===== src/rtl/fcl_defines.svh =====
// register offsets, field positions, reset values and limits of the feedback block
`ifndef FCL_DEFINES_SVH
`define FCL_DEFINES_SVH

// ==========================================================================
// register byte offsets
`define FCL_A_CTRL 8'h00
`define FCL_A_NUM1 8'h04
`define FCL_A_NUM2 8'h08
`define FCL_A_DEN1 8'h0c
`define FCL_A_DEN2 8'h10
`define FCL_A_FILT 8'h14
`define FCL_A_STAT 8'h18
`define FCL_A_LCUM 8'h1c
`define FCL_A_MCUM 8'h20
`define FCL_A_MSCL 8'h24
`define FCL_A_INFO 8'h28
`define FCL_A_BLND 8'h2c
`define FCL_A_HREF 8'h30

// ==========================================================================
// control register bit positions
`define FCL_CTRL_MODE 0
`define FCL_CTRL_INV 1
`define FCL_CTRL_HOME 2
`define FCL_CTRL_CLR 3

// ==========================================================================
// pin vector positions
`define FCL_PIN_MA 0
`define FCL_PIN_MB 1
`define FCL_PIN_LA 2
`define FCL_PIN_LB 3
`define FCL_PIN_LZ 4
`define FCL_PIN_DOG 5

// ==========================================================================
// reset values and limits
`define FCL_GEAR_RST 16'h0001
`define FCL_FILT_RST 13'h000a
`define FCL_FILT_FULL 13'h1194
`define FCL_FILT_SEMI 13'h0000

`endif


===== src/rtl/fcl_pkg.sv =====
// types shared by the feedback block
package fcl_pkg;

    // ======================================================================
    // software settings
    typedef struct packed {
        logic fully_closed;
        logic load_invert;
        logic [15:0] num1;
        logic [15:0] num2;
        logic [15:0] den1;
        logic [15:0] den2;
        logic [12:0] filt;
    } cfg_t;

    // ======================================================================
    // home search state, one-hot
    typedef enum logic [2:0] {
        HOME_IDLE   = 3'b001,
        HOME_SEARCH = 3'b010,
        HOME_FOUND  = 3'b100
    } home_state_t;

    // ======================================================================
    // synchronised encoder and dog pins
    typedef struct packed {
        logic dog;
        logic lz;
        logic lb;
        logic la;
        logic mb;
        logic ma;
    } pins_t;

endpackage : fcl_pkg


===== src/rtl/fully_closed_loop_feedback.sv =====
// fully closed loop feedback: counters, feedback gear, dual feedback filter, home reference
//
// Local design decisions: the plain strobed port and the placing of the registers.
`timescale 1ns/1ps
`include "fcl_defines.svh"

module fully_closed_loop_feedback (
    // clock, reset, enable
    input wire logic clk_i,
    input wire logic rst_n_i,
    input wire logic ce_i,
    // register port
    input wire logic [7:0] addr_i,
    input wire logic [31:0] wdata_i,
    input wire logic wr_i,
    input wire logic rd_i,
    output logic [31:0] rdata_o,
    // encoder and dog pins, asynchronous
    input wire fcl_pkg::pins_t pins_i,
    // controller switching command, asynchronous
    input wire logic closed_switch_i,
    // feedback and home results
    output logic [31:0] feedback_pos_o,
    output logic closed_mode_o,
    output logic home_done_o,
    output logic home_error_o
);
    import fcl_pkg::*;

    // ======================================================================
    // declarations
    cfg_t cfg_q;
    pins_t sync1_q, sync2_q, prev_q;
    logic sw1_q, sw2_q;
    logic [1:0] step, up;
    logic [31:0] lcum_q, mcum_q, mscl_q, info_q, href_q;
    logic signed [34:0] rem_q;
    logic [31:0] num_prod, den_prod;
    logic signed [34:0] den_s;
    logic [12:0] filt_eff;
    logic signed [32:0] diff;
    logic signed [46:0] prod, quot;
    logic [31:0] blend;
    logic z_rise, dog_fall, home_go, cnt_clr;
    home_state_t home_q;

    // ======================================================================
    // input synchronisers, two flops before any use
    always_ff @(posedge clk_i or negedge rst_n_i) begin
        if (!rst_n_i) begin
            sync1_q <= '0;
            sync2_q <= '0;
            prev_q <= '0;
            sw1_q <= 1'b0;
            sw2_q <= 1'b0;
        end else if (ce_i) begin
            sync1_q <= pins_i;
            sync2_q <= sync1_q;
            prev_q <= sync2_q;
            sw1_q <= closed_switch_i;
            sw2_q <= sw1_q;
        end
    end

    // ======================================================================
    // quadrature decode, channel 0 motor, channel 1 load
    genvar g;
    generate
        for (g = 0; g < 2; g++) begin : g_quad
            logic a_n, b_n, a_p, b_p;
            assign a_n = g ? sync2_q.la : sync2_q.ma;
            assign b_n = g ? sync2_q.lb : sync2_q.mb;
            assign a_p = g ? prev_q.la : prev_q.ma;
            assign b_p = g ? prev_q.lb : prev_q.mb;
            // one line changed means one step; direction from gray order
            assign step[g] = (a_n ^ a_p) ^ (b_n ^ b_p);
            assign up[g] = a_p ^ b_n;
        end
    endgenerate

    // pin events and control register commands
    assign z_rise = sync2_q.lz & ~prev_q.lz;
    assign dog_fall = ~sync2_q.dog & prev_q.dog;
    assign home_go = wr_i && addr_i == `FCL_A_CTRL && wdata_i[`FCL_CTRL_HOME];
    assign cnt_clr = wr_i && addr_i == `FCL_A_CTRL && wdata_i[`FCL_CTRL_CLR];

    // ======================================================================
    // settings written by software
    always_ff @(posedge clk_i or negedge rst_n_i) begin
        if (!rst_n_i) begin
            cfg_q.fully_closed <= 1'b0;
            cfg_q.load_invert <= 1'b0;
            cfg_q.num1 <= `FCL_GEAR_RST;
            cfg_q.num2 <= `FCL_GEAR_RST;
            cfg_q.den1 <= `FCL_GEAR_RST;
            cfg_q.den2 <= `FCL_GEAR_RST;
            cfg_q.filt <= `FCL_FILT_RST;
        end else if (ce_i && wr_i) begin
            case (addr_i)
                `FCL_A_CTRL: begin
                    cfg_q.fully_closed <= wdata_i[`FCL_CTRL_MODE];
                    cfg_q.load_invert <= wdata_i[`FCL_CTRL_INV];
                end
                `FCL_A_NUM1: cfg_q.num1 <= wdata_i[15:0];
                `FCL_A_NUM2: cfg_q.num2 <= wdata_i[15:0];
                `FCL_A_DEN1: cfg_q.den1 <= wdata_i[15:0];
                `FCL_A_DEN2: cfg_q.den2 <= wdata_i[15:0];
                // values whose low 16 bits are above the fully closed end are held there
                `FCL_A_FILT: cfg_q.filt <= (wdata_i[15:0] > 16'(`FCL_FILT_FULL)) ?
                    `FCL_FILT_FULL : wdata_i[12:0];
                default: ;
            endcase
        end
    end

    // ======================================================================
    // load-side cumulative count and information one
    always_ff @(posedge clk_i or negedge rst_n_i) begin
        if (!rst_n_i) begin
            lcum_q <= '0;
            info_q <= '0;
        end else if (ce_i) begin
            if (cnt_clr) begin
                lcum_q <= '0;
            end else if (step[1]) begin
                lcum_q <= (up[1] ^ cfg_q.load_invert) ? lcum_q + 32'h1 : lcum_q - 32'h1;
            end
            if (z_rise) begin
                info_q <= '0;
            end else if (step[1]) begin
                info_q <= (up[1] ^ cfg_q.load_invert) ? info_q + 32'h1 : info_q - 32'h1;
            end
        end
    end

    // ======================================================================
    // motor count and gear scaling with carried remainder
    assign num_prod = 32'(cfg_q.num1) * 32'(cfg_q.num2);
    assign den_prod = 32'(cfg_q.den1) * 32'(cfg_q.den2);
    assign den_s = $signed({3'h0, den_prod});

    always_ff @(posedge clk_i or negedge rst_n_i) begin
        if (!rst_n_i) begin
            mcum_q <= '0;
            mscl_q <= '0;
            rem_q <= '0;
        end else if (ce_i) begin
            if (cnt_clr) begin
                mcum_q <= '0;
                mscl_q <= '0;
                rem_q <= '0;
            end else if (step[0]) begin
                // each up motor pulse adds the numerator product to the residue, a down pulse subtracts it
                mcum_q <= up[0] ? mcum_q + 32'h1 : mcum_q - 32'h1;
                rem_q <= up[0] ? rem_q + $signed({3'h0, num_prod}) :
                    rem_q - $signed({3'h0, num_prod});
            end else if (den_prod != 32'h0 && rem_q >= den_s) begin
                // one scaled pulse per cycle; the remainder stays behind
                mscl_q <= mscl_q + 32'h1;
                rem_q <= rem_q - den_s;
            end else if (den_prod != 32'h0 && rem_q <= -den_s) begin
                mscl_q <= mscl_q - 32'h1;
                rem_q <= rem_q + den_s;
            end
        end
    end

    // ======================================================================
    // control mode and dual feedback blend
    always_comb begin
        // semi loop unless fully closed system and the switch command is on
        filt_eff = (cfg_q.fully_closed && sw2_q) ? cfg_q.filt : `FCL_FILT_SEMI;
        diff = $signed({lcum_q[31], lcum_q}) - $signed({mscl_q[31], mscl_q});
        prod = 47'(diff) * 47'($signed({1'b0, filt_eff}));
        // zero gives motor feedback, full scale gives load feedback
        quot = prod / $signed(47'(`FCL_FILT_FULL));
        blend = mscl_q + quot[31:0];
    end

    // ======================================================================
    // home search driven by the load-side mark and the dog switch
    always_ff @(posedge clk_i or negedge rst_n_i) begin
        if (!rst_n_i) begin
            home_q <= HOME_IDLE;
            href_q <= '0;
            home_done_o <= 1'b0;
            home_error_o <= 1'b0;
        end else if (ce_i) begin
            case (home_q)
                HOME_IDLE: begin
                    if (home_go) begin
                        home_q <= HOME_SEARCH;
                        home_done_o <= 1'b0;
                        home_error_o <= 1'b0;
                    end
                end
                HOME_SEARCH: begin
                    if (z_rise) begin
                        href_q <= lcum_q;
                        home_q <= HOME_FOUND;
                    end else if (dog_fall) begin
                        home_error_o <= 1'b1;
                        home_q <= HOME_IDLE;
                    end
                end
                HOME_FOUND: begin
                    if (dog_fall) begin
                        home_done_o <= 1'b1;
                        home_q <= HOME_IDLE;
                    end
                end
                default: home_q <= HOME_IDLE;
            endcase
        end
    end

    // ======================================================================
    // registered outputs
    always_ff @(posedge clk_i or negedge rst_n_i) begin
        if (!rst_n_i) begin
            feedback_pos_o <= '0;
            closed_mode_o <= 1'b0;
        end else if (ce_i) begin
            feedback_pos_o <= blend;
            closed_mode_o <= cfg_q.fully_closed && sw2_q;
        end
    end

    // ======================================================================
    // read data, valid only in the cycle after the read strobe
    always_ff @(posedge clk_i or negedge rst_n_i) begin
        if (!rst_n_i) begin
            rdata_o <= '0;
        end else if (ce_i) begin
            rdata_o <= '0;
            if (rd_i) begin
                case (addr_i)
                    `FCL_A_CTRL: rdata_o <= {30'h0, cfg_q.load_invert, cfg_q.fully_closed};
                    `FCL_A_NUM1: rdata_o <= {16'h0, cfg_q.num1};
                    `FCL_A_NUM2: rdata_o <= {16'h0, cfg_q.num2};
                    `FCL_A_DEN1: rdata_o <= {16'h0, cfg_q.den1};
                    `FCL_A_DEN2: rdata_o <= {16'h0, cfg_q.den2};
                    `FCL_A_FILT: rdata_o <= {19'h0, cfg_q.filt};
                    `FCL_A_STAT: rdata_o <= {25'h0, sync2_q.dog, home_q,
                        home_error_o, home_done_o, closed_mode_o};
                    `FCL_A_LCUM: rdata_o <= lcum_q;
                    `FCL_A_MCUM: rdata_o <= mcum_q;
                    `FCL_A_MSCL: rdata_o <= mscl_q;
                    `FCL_A_INFO: rdata_o <= info_q;
                    `FCL_A_BLND: rdata_o <= feedback_pos_o;
                    `FCL_A_HREF: rdata_o <= href_q;
                    default: rdata_o <= '0;
                endcase
            end
        end
    end

endmodule : fully_closed_loop_feedback


===== config.mk =====
export PLATFORM = sky130hd
export DESIGN_NAME = fully_closed_loop_feedback
export DESIGN_NICKNAME = d
export VERILOG_FILES = /design/src/rtl/fcl_pkg.sv /design/src/rtl/fully_closed_loop_feedback.sv
export VERILOG_INCLUDE_DIRS = /design/src /design/src/rtl
export SDC_FILE = /design/constraint.sdc
export NUM_CORES = 2
export LEC_CHECK = 0
export BUFFER_PORTS_ARGS = -buffer_cell sky130_fd_sc_hd__buf_2
export CAP_MARGIN = 10
export CORE_UTILIZATION = 52
export DETAILED_ROUTE_END_ITERATION = 10
export GPL_ROUTABILITY_DRIVEN = 1
export HOLD_SLACK_MARGIN = 0.08
export PLACE_DENSITY = 0.71
export SETUP_SLACK_MARGIN = 0.05
export SLEW_MARGIN = 0
export SYNTH_ARGS = -nofsm -noshare
export SYNTH_HDL_FRONTEND = slang
export SYNTH_SLANG_ARGS = --single-unit

===== constraint.sdc =====
create_clock -name clk_i -period 77.9 [get_ports clk_i]
set_clock_uncertainty 0.2 [all_clocks]
set_input_delay 11.685 -clock clk_i [delete_from_list [all_inputs] [get_ports clk_i]]
set_output_delay 11.685 -clock clk_i [all_outputs]
set_load 0.02 [all_outputs]

==> flow_summary.toml <==
[worst_setup_path]
slowest_stage = "nor2_1"
crit_fanout = 50
cp-end-kind = "flop"
crit_end = "feedback_pos_o[31]"
cp-start-kind = "flop"
max_stage_delay_ns = 0.98
crit_start = "mscl_q[1]"
cp_data_arrival_time_ns = 64.69
crit_path_frequent_cell = "a21o_1"
reg2reg_to = "feedback_pos_o[31]"
worstPathRequired_ns = 78.21
r2r_cells = 198
rrSetupSlack_ns = 13.52
worstSetupPathType = "reg -> reg"
reg2reg_from = "mscl_q[1]"

[detailed_routing]
drt-pass1-iter-count = 9
drt_wl_total_um = 255000
num_vias = 74800
drt-initial-drc-count = 6967
ant_nets = 0
drc_errors = 0
routed_via_density = 6.29
wl_per_cell_um = 21.4

[cts]
cts_tree = "yes"
cts.htree.levels = 2
clockRootBuffer = "clkbuf_16"
postCtsSetupBuffers = 0
path_clk_slew_ns = 0.08
cts-resized-gates = 0
cts_hold_buf = 0
cts_num_sinks = 364
cts-buffers-inserted = 42
clk_path_buf_depth = 3
clk_latency_ns = 0.64

[yosys]
synth_nets = 11400
yosysWarnings = 0
synthesis.area_sq_um = 81800
synthFlopType = "dfrtp_1"
async_reset_ff_frac = 1.00
synth_enable_flop_cells = 0
postSynthCellCount = 9968
yosysUniqueCellTypes = 158
ys_seq_area_frac = 0.112
ys_seq_elements = 364
synth.avg_cell_area_sq_um = 8.20

[final_layout]
final_net_count = 11300
areaGrowthSynthToFinish_pct = 4.50
fill_cells = 14300
layout-drive-gt1-share = 0.0705
design_area_sq_um = 85500
finalNonFillerCells = 11900

[global_routing]
grt_overflow = 0
antenna_found_initial = 4
grt_pass1_wl_um = 406000
gr-usage-all-layers = 0.317
grt_pass1_vias = 73300
grt_max_degree = 166

[floorplanning]
die_h_um = 399
initial_core_util = 0.523
die_x_um = 399
num_rows = 145
num_io_pins = 119
core_area_sq_um = 156000
dieArea_sq_um = 159000

[sta]
setup_viol = 0
post-route-min-period_ns = 64.38
fmax_ghz = 0.0155
slew_violations = 0
finalSetupTns_ns = 0
rsz0062_at_grt = "no"
tightest_slew_ns = 1.26
timing.slew.headroom = 0.159
holdWs_ns = 0.274
finalHoldViolCount = 0
fin_crit_sh = 0.826

[min_path]
hold_class = "reg -> reg"

[job]
cap_violations = 0

[place]
placed_area_sq_um = 84000
port_buffers = 102
dp_hpwl_um = 200000
dp.cells = 11800
place_congestion = 0.982

[run_status]
status = "finished clean"
worst min-delay path by stage:
stage                        endpoint  slack, ns   startpoint  cells past startpoint
after floorplan             href_q[1]       0.25    href_q[1]                      2
after global placement    rdata_o[28]       0.26  rdata_o[28]                      1
after detailed placement  rdata_o[23]       0.26  rdata_o[23]                      1
after CTS                 rdata_o[23]       0.28  rdata_o[23]                      1
after global routing      rdata_o[28]       0.30  rdata_o[28]                      1
final                     rdata_o[23]       0.27  rdata_o[23]                      1
stage by stage:
step / setup WS (ns) / util
2_1_floorplan: 29.59 / -
3_3_place_gp: 15.77 / 0.538
3_5_place_dp: 14.82 / 0.538
4_1_cts: 14.61 / 0.547
5_1_grt: 9.71 / 0.547
6_report: 13.52 / 0.547
state kept, by name, summed over array words and instances (netlist names), 2 cells and up:
name and flops:
cfg_q 79, feedback_pos_o 32, g_quad.a_n 2, g_quad.a_p 2
g_quad.b_n 2, g_quad.b_p 2, home_q 3, href_q 32
info_q 32, lcum_q 32, mcum_q 32, mscl_q 32
prev_q 2, rdata_o 32, rem_q 35, sync1_q 6
sync2_q 2
logic make-up after synthesis:
kind of cell,Yosys count,synth area share
XOR/XNOR,722,0.0794
adder cells (fa/ha/maj),1440,0.292
flip-flops,364,0.112
AO/OA/AOI/OAI,2483,0.218
multiplexers,326,0.0429
AND/OR/NAND/NOR,3072,0.183
buffers and inverters,1561,0.0735
layer usage:
| metal | wire [um] | vias to the layer above | GRT usage |
|---|---|---|---|
| li1 | - | 34200 | - |
| met5 | 20 | - | 0 |
| met1 | 104000 | 36700 | 0.410 |
| met3 | 19300 | 677 | 0.0497 |
| met4 | 15000 | 2 | 0.161 |
| met2 | 116000 | 3120 | 0.514 |
placed cells by master (no fill, tap or decap), drive strengths merged, types with 59 or more instances in the layout:
cell,count
o211ai,90
ha,636
nand4,77
or3,76
nor3,208
and2,405
and3,70
a22o,119
a21o,222
nor2,829
mux2,185
buf,190
xor2,194
o21a,68
nor2b,59
nand3,172
o21bai,166
nand2b,69
dfrtp,357
o21ai,371
a222oi,61
a21oi,617
nand2,895
a31oi,85
a22oi,59
inv,1147
fa,786
o31ai,72
a211oi,82
mux2i,141
xnor2,524
area by class of cell:
| type | count | area [sq um] | area share |
|---|---|---|---|
| Clock buffer | 55 | 1140 | 0.0133 |
| Tap cell | 2058 | 2570 | 0.0301 |
| Inverter | 1147 | 4310 | 0.0504 |
| Antenna cell | 3 | 7.51 | 0.0000879 |
| Sequential cell | 364 | 9120 | 0.107 |
| Multi-Input combinational cell | 8043 | 66800 | 0.782 |
| Clock inverter | 22 | 305 | 0.00357 |
| Timing Repair Buffer | 190 | 1200 | 0.0140 |
cell usage after synthesis (all sizes together), types with 69 or more instances:
cell | number | area share
a211oi | 82 | 0.0087
a21o | 222 | 0.020
a21oi | 617 | 0.039
a22o | 119 | 0.013
a31oi | 85 | 0.0066
and2 | 405 | 0.031
and3 | 70 | 0.0054
buf | 79 | 0.0055
clkbuf | 335 | 0.015
dfrtp | 357 | 0.11
fa | 786 | 0.19
ha | 636 | 0.097
inv | 1146 | 0.053
mux2 | 185 | 0.026
mux2i | 141 | 0.017
nand2 | 895 | 0.041
nand2b | 69 | 0.0053
nand3 | 172 | 0.011
nand4 | 77 | 0.0062
nor2 | 829 | 0.038
nor3 | 208 | 0.013
o211ai | 90 | 0.0086
o21ai | 371 | 0.023
o21bai | 166 | 0.015
o31ai | 72 | 0.0071
or3 | 76 | 0.0058
xnor2 | 524 | 0.057
xor2 | 194 | 0.021
worst max-delay path, delay by kind of cell, from the launching register on:
family | cells | cell delay, ns
AND/OR/NAND/NOR | 39 | 12.43
XOR/XNOR | 8 | 3.58
adder cells (fa/ha/maj) | 12 | 5.16
flip-flops | 1 | 0.55
AO/OA/AOI/OAI | 119 | 35.82
buffers and inverters | 6 | 1.11
multiplexers | 14 | 5.27
Power is left out: the tool's default activity adds up to more than one toggle a clock period on the data nets, which glitch-free logic cannot reach.
